**config.mk**
```make
export PLATFORM = sky130hd
export DESIGN_NAME = dio_input_block
export DESIGN_NICKNAME = d
export VERILOG_FILES = /design/src/dio_filter_pkg.sv /design/src/dio_sync2.sv /design/src/dio_filter.sv /design/src/dio_input_block.sv
export SDC_FILE = /design/constraint.sdc
export NUM_CORES = 2
export LEC_CHECK = 0
export ABC_AREA = 1
export ABC_CLOCK_PERIOD_IN_PS = 27000
export BUFFER_PORTS_ARGS = -buffer_cell sky130_fd_sc_hd__buf_2
export CORE_MARGIN = 10
export CORE_UTILIZATION = 64
export CTS_CLUSTER_SIZE = 30
export DETAILED_ROUTE_END_ITERATION = 10
export GPL_ROUTABILITY_DRIVEN = 0
export PLACE_DENSITY_LB_ADDON = 0.15
export SYNTH_ARGS = -nofsm -noshare
export SYNTH_HDL_FRONTEND = slang
export SYNTH_SLANG_ARGS = --single-unit
```
**constraint.sdc**
```tcl
create_clock -name CORE_CLK_I -period 27 [get_ports CORE_CLK_I]
set_input_delay 2.7 -clock CORE_CLK_I [delete_from_list [all_inputs] [get_ports CORE_CLK_I]]
set_output_delay 2.7 -clock CORE_CLK_I [all_outputs]
set_load 0.005 [all_outputs]
```
**src/dio_filter_pkg.sv**
```systemverilog
// constants, register map and reset values for the filtered input / edge interrupt block
// assumes a single 100 MHz core clock and a plain one-cycle register port
// Function
// - each input's interrupt is off by default; rising, falling or both selectable
// - filter time defaults to 100 us after reset; software range 0 to 5000000 us
// - per-input polarity, normal by default or inverted, applied before filter and edges
// - hardware filter count accepts 1 to 50,000,000, each count 0.1 us
// - toggling faster than one over twice the filter time is suppressed
package dio_filter_pkg;
    localparam int          NUM_IN          = 12;
    localparam int          ADDR_W          = 8;
    localparam int          DATA_W          = 32;
    localparam int          FILT_W          = 26;

    localparam int          CLK_PERIOD_NS   = 10;
    localparam int          FILT_TICK_NS    = 100;
    localparam int          CYCLES_PER_TICK = FILT_TICK_NS / CLK_PERIOD_NS;
    localparam int          PRESC_W         = 4;

    localparam int          FILT_DEFAULT_US = 100;
    localparam int          FILT_TICKS_US   = 1000 / FILT_TICK_NS;
    localparam logic [FILT_W-1:0] FILT_RESET_TICKS = FILT_W'(FILT_DEFAULT_US * FILT_TICKS_US);
    localparam logic [FILT_W-1:0] FILT_MIN      = 26'h0000001;
    localparam logic [FILT_W-1:0] FILT_MAX      = 26'h2FAF080;

    localparam logic [ADDR_W-1:0] OFS_LEVEL     = 8'h00;
    localparam logic [ADDR_W-1:0] OFS_POLARITY  = 8'h04;
    localparam logic [ADDR_W-1:0] OFS_RISE_EN   = 8'h08;
    localparam logic [ADDR_W-1:0] OFS_FALL_EN   = 8'h0C;
    localparam logic [ADDR_W-1:0] OFS_STATUS    = 8'h10;
    localparam logic [ADDR_W-1:0] OFS_CLEAR     = 8'h14;
    localparam logic [ADDR_W-1:0] OFS_INT_EN    = 8'h18;
    localparam logic [ADDR_W-1:0] OFS_FILT_BASE = 8'h40;

    localparam logic [NUM_IN-1:0] POL_RESET     = 12'h000;
    localparam logic [NUM_IN-1:0] EDGE_RESET    = 12'h000;
    localparam logic [NUM_IN-1:0] INT_EN_RESET  = 12'h000;
endpackage

```
**src/dio_sync2.sv**
```systemverilog
// two flip-flop synchroniser for the field inputs
// assumes inputs are asynchronous to the core clock
`timescale 1ns/1ns
`default_nettype none
module dio_sync2
    import dio_filter_pkg::*;
(
    input  wire logic              clk_i,
    input  wire logic              rst_i,
    input  wire logic [NUM_IN-1:0] async_i,
    output logic      [NUM_IN-1:0] sync_o
);
    logic [NUM_IN-1:0] meta_q;

    // meta_q is read only by sync_o
    always_ff @(posedge clk_i or posedge rst_i) begin
        if (rst_i) begin
            meta_q <= '0;
            sync_o <= '0;
        end else begin
            meta_q <= async_i;
            sync_o <= meta_q;
        end
    end
endmodule
`default_nettype wire

```
**src/dio_filter.sv**
```systemverilog
// hold-time glitch filter and edge detector for one input
// assumes tick_i is a one-cycle strobe every 0.1 us and raw_i is synchronous
`timescale 1ns/1ns
`default_nettype none
module dio_filter
    import dio_filter_pkg::*;
(
    input  wire logic              clk_i,
    input  wire logic              rst_i,
    input  wire logic              tick_i,
    input  wire logic              raw_i,
    input  wire logic [FILT_W-1:0] limit_i,
    output logic                   level_o,
    output logic                   rise_o,
    output logic                   fall_o
);
    logic [FILT_W-1:0] cnt_q;
    logic [FILT_W-1:0] cnt_d;
    logic              level_d;
    wire               differs = raw_i != level_o;
    // a limit lowered mid-count must not let the count run past it and wrap
    wire               expired = tick_i && (cnt_q >= limit_i - FILT_W'(1));

    // any return to the old level restarts the count, so short pulses never pass
    always_comb begin
        cnt_d   = cnt_q;
        level_d = level_o;
        if (!differs) begin
            cnt_d = '0;
        end else if (expired) begin
            cnt_d   = '0;
            level_d = raw_i;
        end else if (tick_i) begin
            cnt_d = cnt_q + FILT_W'(1);
        end
    end

    always_ff @(posedge clk_i or posedge rst_i) begin
        if (rst_i) begin
            cnt_q   <= '0;
            level_o <= 1'b0;
            rise_o  <= 1'b0;
            fall_o  <= 1'b0;
        end else begin
            cnt_q   <= cnt_d;
            level_o <= level_d;
            rise_o  <= level_d && !level_o;
            fall_o  <= !level_d && level_o;
        end
    end

    hold_time_a: assert property (@(posedge clk_i) disable iff (rst_i)
        $changed(level_o) |-> $past(expired))
        else $error("filtered level changed before the hold time ran out");
    new_level_a: assert property (@(posedge clk_i) disable iff (rst_i)
        $changed(level_o) |-> (level_o == $past(raw_i)) && rise_o == level_o && fall_o == !level_o)
        else $error("filtered level does not follow held raw level");
endmodule
`default_nettype wire

```
**src/dio_input_block.sv**
```systemverilog
// top: input conditioning with polarity, glitch filter, edge interrupts and register port
// assumes a one-cycle read/write strobe master on the core clock; field inputs are asynchronous
//
// The implementer's own choices: the strobed register port and the register addresses.
`timescale 1ns/1ns
`default_nettype none
module dio_input_block
    import dio_filter_pkg::*;
#(
    parameter logic [FILT_W-1:0] FILT_RESET = FILT_RESET_TICKS
)(
    input  wire logic              CORE_CLK_I,
    input  wire logic              RST_I,
    input  wire logic [NUM_IN-1:0] FIELD_IN_I,
    input  wire logic [ADDR_W-1:0] ADDR_I,
    input  wire logic [DATA_W-1:0] WR_DATA_I,
    input  wire logic              WR_I,
    input  wire logic              RD_I,
    output logic      [DATA_W-1:0] RD_DATA_O,
    output logic      [NUM_IN-1:0] LEVEL_O,
    output logic                   INT_O
);
    logic [NUM_IN-1:0] field_sync;
    logic [NUM_IN-1:0] cond_in;
    logic [NUM_IN-1:0] filt_level;
    logic [NUM_IN-1:0] filt_rise;
    logic [NUM_IN-1:0] filt_fall;
    logic [NUM_IN-1:0] pol_q;
    logic [NUM_IN-1:0] rise_en_q;
    logic [NUM_IN-1:0] fall_en_q;
    logic [NUM_IN-1:0] status_q;
    logic [NUM_IN-1:0] status_d;
    logic [NUM_IN-1:0] int_en_q;
    logic [FILT_W-1:0] filt_time_q [NUM_IN];
    logic [PRESC_W-1:0] presc_q;
    logic [DATA_W-1:0] rd_mux;
    logic [FILT_W-1:0] filt_rd;

    dio_sync2 u_sync (
        .clk_i   (CORE_CLK_I),
        .rst_i   (RST_I),
        .async_i (FIELD_IN_I),
        .sync_o  (field_sync)
    );

    // shared 0.1 us time base; the hold window may start anywhere inside a tick
    wire tick = presc_q == PRESC_W'(CYCLES_PER_TICK - 1);

    always_ff @(posedge CORE_CLK_I or posedge RST_I) begin
        if (RST_I) begin
            presc_q <= '0;
        end else begin
            presc_q <= tick ? '0 : presc_q + PRESC_W'(1);
        end
    end

    // inverting ahead of the filter keeps edges and level in the sensed sense
    assign cond_in = field_sync ^ pol_q;

    // write decode
    wire wr_pol    = WR_I && ADDR_I == OFS_POLARITY;
    wire wr_rise   = WR_I && ADDR_I == OFS_RISE_EN;
    wire wr_fall   = WR_I && ADDR_I == OFS_FALL_EN;
    wire wr_clear  = WR_I && ADDR_I == OFS_CLEAR;
    wire wr_int_en = WR_I && ADDR_I == OFS_INT_EN;
    wire [ADDR_W-1:0] filt_ofs = ADDR_I - OFS_FILT_BASE;
    wire [ADDR_W-3:0] filt_idx = filt_ofs[ADDR_W-1:2];
    wire filt_hit  = ADDR_I >= OFS_FILT_BASE && filt_ofs[1:0] == 2'b00 && filt_idx < (ADDR_W-2)'(NUM_IN);

    // out-of-range counts are pinned to the nearest legal value
    wire [FILT_W-1:0] wr_filt_val = (WR_DATA_I[DATA_W-1:FILT_W] != '0 || WR_DATA_I[FILT_W-1:0] > FILT_MAX) ?
                                    FILT_MAX :
                                    (WR_DATA_I[FILT_W-1:0] < FILT_MIN) ? FILT_MIN : WR_DATA_I[FILT_W-1:0];

    genvar g;
    generate
        for (g = 0; g < NUM_IN; g++) begin : g_in
            always_ff @(posedge CORE_CLK_I or posedge RST_I) begin
                if (RST_I) begin
                    filt_time_q[g] <= FILT_RESET;
                end else if (WR_I && filt_hit && filt_idx == (ADDR_W-2)'(g)) begin
                    filt_time_q[g] <= wr_filt_val;
                end
            end

            dio_filter u_filt (
                .clk_i   (CORE_CLK_I),
                .rst_i   (RST_I),
                .tick_i  (tick),
                .raw_i   (cond_in[g]),
                .limit_i (filt_time_q[g]),
                .level_o (filt_level[g]),
                .rise_o  (filt_rise[g]),
                .fall_o  (filt_fall[g])
            );
        end
    endgenerate

    // edge events only count for the selected sense; none selected means disabled
    wire [NUM_IN-1:0] edge_evt = (filt_rise & rise_en_q) | (filt_fall & fall_en_q);
    // a new event wins over a clear in the same cycle
    assign status_d = (status_q & ~(wr_clear ? WR_DATA_I[NUM_IN-1:0] : '0)) | edge_evt;

    always_ff @(posedge CORE_CLK_I or posedge RST_I) begin
        if (RST_I) begin
            pol_q     <= POL_RESET;
            rise_en_q <= EDGE_RESET;
            fall_en_q <= EDGE_RESET;
            int_en_q  <= INT_EN_RESET;
            status_q  <= '0;
        end else begin
            if (wr_pol) pol_q <= WR_DATA_I[NUM_IN-1:0];
            if (wr_rise) rise_en_q <= WR_DATA_I[NUM_IN-1:0];
            if (wr_fall) fall_en_q <= WR_DATA_I[NUM_IN-1:0];
            if (wr_int_en) int_en_q <= WR_DATA_I[NUM_IN-1:0];
            status_q <= status_d;
        end
    end

    assign INT_O   = |(status_q & int_en_q);
    assign LEVEL_O = filt_level;

    // read decode; unmapped and write-only addresses read zero
    assign filt_rd = filt_time_q[filt_idx < (ADDR_W-2)'(NUM_IN) ? filt_idx[3:0] : 4'h0];
    assign rd_mux  = (ADDR_I == OFS_LEVEL)    ? {{(DATA_W-NUM_IN){1'b0}}, filt_level} :
                     (ADDR_I == OFS_POLARITY) ? {{(DATA_W-NUM_IN){1'b0}}, pol_q} :
                     (ADDR_I == OFS_RISE_EN)  ? {{(DATA_W-NUM_IN){1'b0}}, rise_en_q} :
                     (ADDR_I == OFS_FALL_EN)  ? {{(DATA_W-NUM_IN){1'b0}}, fall_en_q} :
                     (ADDR_I == OFS_STATUS)   ? {{(DATA_W-NUM_IN){1'b0}}, status_q} :
                     (ADDR_I == OFS_INT_EN)   ? {{(DATA_W-NUM_IN){1'b0}}, int_en_q} :
                     filt_hit                 ? {{(DATA_W-FILT_W){1'b0}}, filt_rd} :
                     '0;

    // read data stands only in the cycle after the strobe
    always_ff @(posedge CORE_CLK_I or posedge RST_I) begin
        if (RST_I) begin
            RD_DATA_O <= '0;
        end else begin
            RD_DATA_O <= RD_I ? rd_mux : '0;
        end
    end

    rise_sets_a: assert property (@(posedge CORE_CLK_I) disable iff (RST_I)
        filt_rise[0] && rise_en_q[0] |=>
            status_q[0] && (INT_O == (int_en_q[0] | (|(status_q[NUM_IN-1:1] & int_en_q[NUM_IN-1:1])))))
        else $error("enabled rising edge did not set status");
    disabled_quiet_a: assert property (@(posedge CORE_CLK_I) disable iff (RST_I)
        !rise_en_q[0] && !fall_en_q[0] && !status_q[0] |=> !status_q[0])
        else $error("status set on an input with edges disabled");
    filt_default_a: assert property (@(posedge CORE_CLK_I)
        $fell(RST_I) |-> filt_time_q[0] == FILT_RESET && !rise_en_q[0] && !fall_en_q[0])
        else $error("filter time or edge select wrong after reset");
    polarity_a: assert property (@(posedge CORE_CLK_I) disable iff (RST_I)
        wr_pol |=> cond_in == (field_sync ^ $past(WR_DATA_I[NUM_IN-1:0])))
        else $error("polarity not applied to conditioned input");
    filt_range_a: assert property (@(posedge CORE_CLK_I) disable iff (RST_I)
        filt_time_q[0] >= FILT_MIN && filt_time_q[0] <= FILT_MAX)
        else $error("filter count out of range");
    clear_order_a: assert property (@(posedge CORE_CLK_I) disable iff (RST_I)
        wr_clear && WR_DATA_I[0] && !edge_evt[0] |=> !status_q[0])
        else $error("clear did not drop status");
    set_wins_a: assert property (@(posedge CORE_CLK_I) disable iff (RST_I)
        |edge_evt |=> (status_q & $past(edge_evt)) == $past(edge_evt))
        else $error("edge event lost against a clear");

    int_seen_c:   cover property (@(posedge CORE_CLK_I) disable iff (RST_I) $rose(INT_O));
    fall_evt_c:   cover property (@(posedge CORE_CLK_I) disable iff (RST_I) filt_fall[0] && fall_en_q[0]);
    inverted_c:   cover property (@(posedge CORE_CLK_I) disable iff (RST_I) pol_q[0] && $rose(filt_level[0]));
    clash_c:      cover property (@(posedge CORE_CLK_I) disable iff (RST_I) wr_clear && WR_DATA_I[0] && edge_evt[0]);
endmodule
`default_nettype wire

```
After elaboration in Yosys (flattened, before gate mapping):

Index checks and enable logic that the tools add are counted.

* register bits: 774
* input bits: 56
* output and inout bits: 45
* logic and storage cells: 325

* add/subtract/negate cells: 26
* $lt $le $gt $ge: 17
* equality and inequality tests: 42
* mux-type cells: 76
* bitwise logic cells: 9
* reduce and logical (&&, ||, !) cells: 86

Operator list (count)
* $mux 26: 48
* $add 26x1->26 const B: 12
* $ge 26x26->1: 12
* $sub 26x1->26 const B: 12
* $bmux 26 s4: 1
* $logic_and 1x1->1: 56
* $and 12x12->12: 4
* $ne 3x3->1 const B: 11
* $gt 26x26->1 const B: 1
* $lt 26x1->1 const B: 1
* $eq 6x3->1 const B: 4
* $eq 6x4->1 const B: 4
* $eq 8x5->1 const B: 3
* $logic_not 1->1: 24
* $mux 1: 24
* $or 12x12->12: 2
* $eq 8x4->1 const B: 2
* $eq 6x2->1 const B: 2
* $mux 12: 1
* $ne 1x1->1: 12
* $not 12->12: 1
* $reduce_or 12->1: 1
* $xor 12x12->12: 1
* $eq 8x3->1 const B: 1
* 15 further kinds: 16

Depth between registers and ports, before layout:

* word-level depth: 15
* depth in mapped cells: 26
* depth with buffers taken out: 26

Hierarchy:

From an unflattened synthesis, not the netlist that was laid out.

* cell total of the unflattened synthesis: 8459
* area, all modules: 59545.9 um2

By module, submodules not included
* dio_filter (g_in[10].u_filt ...): instances 8, cells each 479, area each 3206.8 um2, seq. area each 725.7 um2
* dio_input_block: instances 1, cells each 2705, area each 20779.9 um2, seq. area each 10149.7 um2
* dio_filter (g_in[0].u_filt ...): instances 2, cells each 481, area each 3155.5 um2, seq. area each 725.7 um2
* dio_filter (g_in[8].u_filt): instances 1, cells each 471, area each 3164.3 um2, seq. area each 725.7 um2
* dio_filter (g_in[2].u_filt): instances 1, cells each 464, area each 3031.7 um2, seq. area each 725.7 um2
* dio_sync2: instances 1, cells each 25, area each 604.3 um2, seq. area each 600.6 um2

Least setup slack after synthesis:

No wires, ideal clock.

* path kind: input to register
* start point: in WR_DATA_I[29]
* end point: reg filt_time_q[21] in the netlist's numbering
* library setup time: 0.132 ns
* arrival: 4.028 ns
* data required time: 26.868 ns
* slack: 22.839 ns
* cell stages on the path: 7
* path buffers: 2
* path through: or4_1 nor3_1 buf_2 nand3b_1 buf_2 nand2_1 o21ai_0

* longest elaborated chain between the ends: 3

RTL lines
* start, declared: line dio_input_block.sv:16 `input wire logic [DATA_W-1:0] WR_DATA_I,`
* $reduce_bool 6->1: line dio_input_block.sv:71 `wire [FILT_W-1:0] wr_filt_val = (WR_DATA_I[DATA_W-1:FILT_W] != '0 || WR_DATA_I[FILT_W-1:0] > FILT_MAX) ?`
* $logic_or 1x1->1: line dio_input_block.sv:71
* $mux 26: line dio_input_block.sv:71
* end signal, assigned by index: line dio_input_block.sv:82 `filt_time_q[g] <= wr_filt_val;`
* end, declared: line dio_input_block.sv:34 `logic [FILT_W-1:0] filt_time_q [NUM_IN];`

Every way passes these cells.
A chain may end at the register's enable or synchronous reset.

Worst setup path after layout:

* start point: in ADDR_I[2]
* end point: reg filt_time_q[271] in the netlist's numbering

* longest elaborated chain between the ends: 5
* elaborated cells between the ends (all ways): 8
* classes of those cells: add/sub (1); order compare (2); eq/ne (1); reduce/logical (4)

RTL lines
* start, declared: line dio_input_block.sv:15 `input wire logic [ADDR_W-1:0] ADDR_I,`
* $sub 8x7->8 / $ge 8x7->1 (equally long branches): line dio_input_block.sv:66, dio_input_block.sv:68
* $lt 6x4->1 / $logic_and 1x1->1 (equally long branches): line dio_input_block.sv:68 `wire filt_hit = ADDR_I >= OFS_FILT_BASE && filt_ofs[1:0] == 2'b00 && filt_idx < (ADDR_W-2)'(NUM_IN);`
* $logic_and 1x1->1: line dio_input_block.sv:68
* $logic_and 1x1->1: line dio_input_block.sv:81 `end else if (WR_I && filt_hit && filt_idx == (ADDR_W-2)'(g)) begin`
* $logic_and 1x1->1 *: line dio_input_block.sv:81

Mark *: on every way between the ends. The rest lies on a longest branch, timed or not.

==> flow_summary.toml <==
[global_route]
grt_pass1_vias = 45521
grt_pass1_wl_um = 260000
antenna_found_initial = 17
grt_max_degree = 170
grt-ovfl-total = 0
grt_usage_pct = 35.1

[synth]
synth_fa_ha_area_share_pct = 8.07
synth_top_family_by_area = "simple AND/OR/NAND/NOR gates"
yosysWarnings = 0
synth_xor_area_share_pct = 8.30
syn_inst = 6976
ys_ff_latch = 774
syn_area_um2 = 52100
synth-compound-area-share_pct = 11.8
syn_area_per_cell_um2 = 7.47
synth_commonest_cells = "1760 x nand2_1, 731 x inv_1, 702 x dfrtp_1, 695 x o21ai_0, 576 x nor2_1"
synth_top_cell_area_share_pct = 33.7
synth.area.top_cells = "dfrtp_1 34%, nand2_1 13%, ha_1 8.1%"
yosys.cell_types.count = 65
synth.most_common_cell = "nand2_1"
yosys.area_share.simple_pct = 27.0
synth_edf_count = 0
synth_flop_cell = "dfrtp_1"
synthArstFlopShare_pct = 100
synth.largest_area_cell = "dfrtp_1"
synthMuxAreaShare_pct = 0
seq_area_frac_synth_pct = 37.3

[floorplan]
start_util_pct = 64.6
pin_count = 101
rows = 104
dieArea_um2 = 93200
chipWidth_um = 305
die_h_um = 305
design.core.area_um2 = 80700

[power]
leakagePower_nw = 25.7
power.switching_w = 0.000658
clockPowerShare_pct = 47.4
p_per_area_nw_per_um2 = 45.8
pwr-share-comb_pct = 5.9
ir_drop_mv = 0.0519
swShare_pct = 25.6
pwr-share-seq_pct = 46.7
p_int_w = 0.00191

[clock_network]
numCtsBuffers = 85
root_buffer = "clkbuf_16"
worstSkewPairLatency_ns = 0.69
post-cts-setup-buffer-count = 0
hold_buffers = 0
max-clock-path-buffers = 3
cts_tree = "done"
clock-sinks = 774
cts.repair.resized = 0
ctsHtreeMaxLevel = 3
clk_pin_slew_ns = 0.06

[sta]
hold_violations = 0
slew_headroom_pct = 13.0
period_needed_ns = 5.98
drv_slew = 0
setup_viol = 0
rsz0062_at_grt = "no"
skew_ns = 0.0327
fmax_mhz = 167
fin_crit_sh_pct = 22.1
worstMarginPinSlew_ns = 1.30
fin_setup_tns_ns = 0

[drt]
wl_met2_um = 70400
drt_iter0_drc = 6401
first_pass_iters = 9
drt-total-wl_um = 169000
wl_met3_um = 21100
top_layer = "met5"
final_antenna_net_count = 0
avgRoutedWirePerCell_um = 20.8
vias = 49517
wl_met1_um = 65600
drcViolationCount = 0
avgViaCountPerCell = 6.11

[setup_path]
required_ns = 27.50
cp_data_arrival_time_ns = 6.48
crit_path_max_fanout = 53
critPathCaptureType = "flip-flop"
crit_path_start = "ADDR_I[2]"
startpoint_type = "input pin"
rr_startpoint = "filt_time_q[78]"
reg2reg_slack_ns = 22.48
crit_type = "input pin to flip-flop"

[run]
max-cap-violations = 0

[layout]
area_delta_synth_final_pct = 7.69
top_regs = "filt_time_q (312), g_in.u_filt.cnt_q (312), RD_DATA_O (26)"
instances_no_fill = 8098
fin_util_pct = 69.5
nets = 7354
drive_gt1_share_pct = 6.70

[hold_path]
hp-start = "u_sync.meta_q[5]"
hold_class = "flip-flop to flip-flop"

[placed_design]
hpwlAfterDp_um = 123000
dp.cells = 7935
numPortBuffers = 94

[status]
run_status = "finished clean"
## cells by family after synthesis
kind of cell             Yosys count
AND/OR/NAND/NOR                 3240
AO/OA/AOI/OAI                   1145
buffers and inverters            986
flip-flops                       774
XOR/XNOR                         494
adder cells (fa/ha/maj)          336
other                              1
## critical path, cell delays in order
cell,delay (ns)
buf_2,0.76
inv_1,0.76
nor2_1,0.54
inv_1,0.13
nor2_2,0.68
inv_1,0.63
nand2_1,0.17
o21ai_0,0.10
## final timing paths
kind,end,depth (start not counted)
worst min register to register,u_sync.sync_o[5],0
worst max-delay path,filt_time_q[271],8
worst min-delay path,u_sync.sync_o[5],0
worst max register to register,g_in[8].u_filt.cnt_q[13],20
min in group asynchronous,g_in[10].u_filt.cnt_q[0],2
max in group asynchronous,u_sync.sync_o[10],4
## stage by stage
step	worst slack, ns	hold slack, ns	total power (W)	instance area, um^2
floorplan	2.69	0.331	0.00131	52100
global placement	20.69	0.331	0.00136	53200
detailed placement	20.58	0.337	0.00137	53200
CTS	21.24	0.351	0.00256	56100
global route	20.79	0.357	0.00263	56100
finish	21.02	0.349	0.00257	56100
## metal layers
metal / vias up / track usage (%)
li1: 23021 / -
met1: 22903 / 45.5
met2: 2828 / 52.0
met3: 745 / 10.7
met4: 20 / 19.2
met5: - / 0
## area by class of cell
| type | instances | area [um^2] |
|---|---|---|
| Antenna cell | 8 | 20.0 |
| Clock buffer | 111 | 2350 |
| Clock inverter | 44 | 507 |
| Fill cell | 6770 | 24600 |
| Inverter | 741 | 2790 |
| Multi-Input combinational cell | 5221 | 28800 |
| Sequential cell | 774 | 19500 |
| Tap cell | 1060 | 1330 |
| Timing Repair Buffer | 139 | 846 |
## placed cells by master, fill, tap and decap left out, types with 14 or more instances in the layout
cell,count
o22ai_1,59
nand3_1,383
nand2_1,1760
clkinv_2,23
buf_2,94
nand3b_1,14
nor2_1,573
nor2_2,30
nor3_2,30
inv_1,730
xor2_1,362
nor3_1,113
o21ai_0,694
xnor2_1,132
buf_4,42
nand4_1,169
dfrtp_1,702
dfstp_2,72
or2_2,16
nor4_1,93
clkbuf_16,85
o21ai_1,29
o211ai_1,58
ha_1,336
a21oi_1,247
## power by group through the flow
stage                     clock, W  sequential (W)  combinational (W)
final                      0.00122         0.00120           0.000153
after global routing       0.00126         0.00120           0.000168
after CTS                  0.00122         0.00120           0.000149
after detailed placement         0         0.00122           0.000149
after global placement           0         0.00122           0.000145
after floorplan                  0         0.00121           0.000102
(Power assumes the default switching activity.)
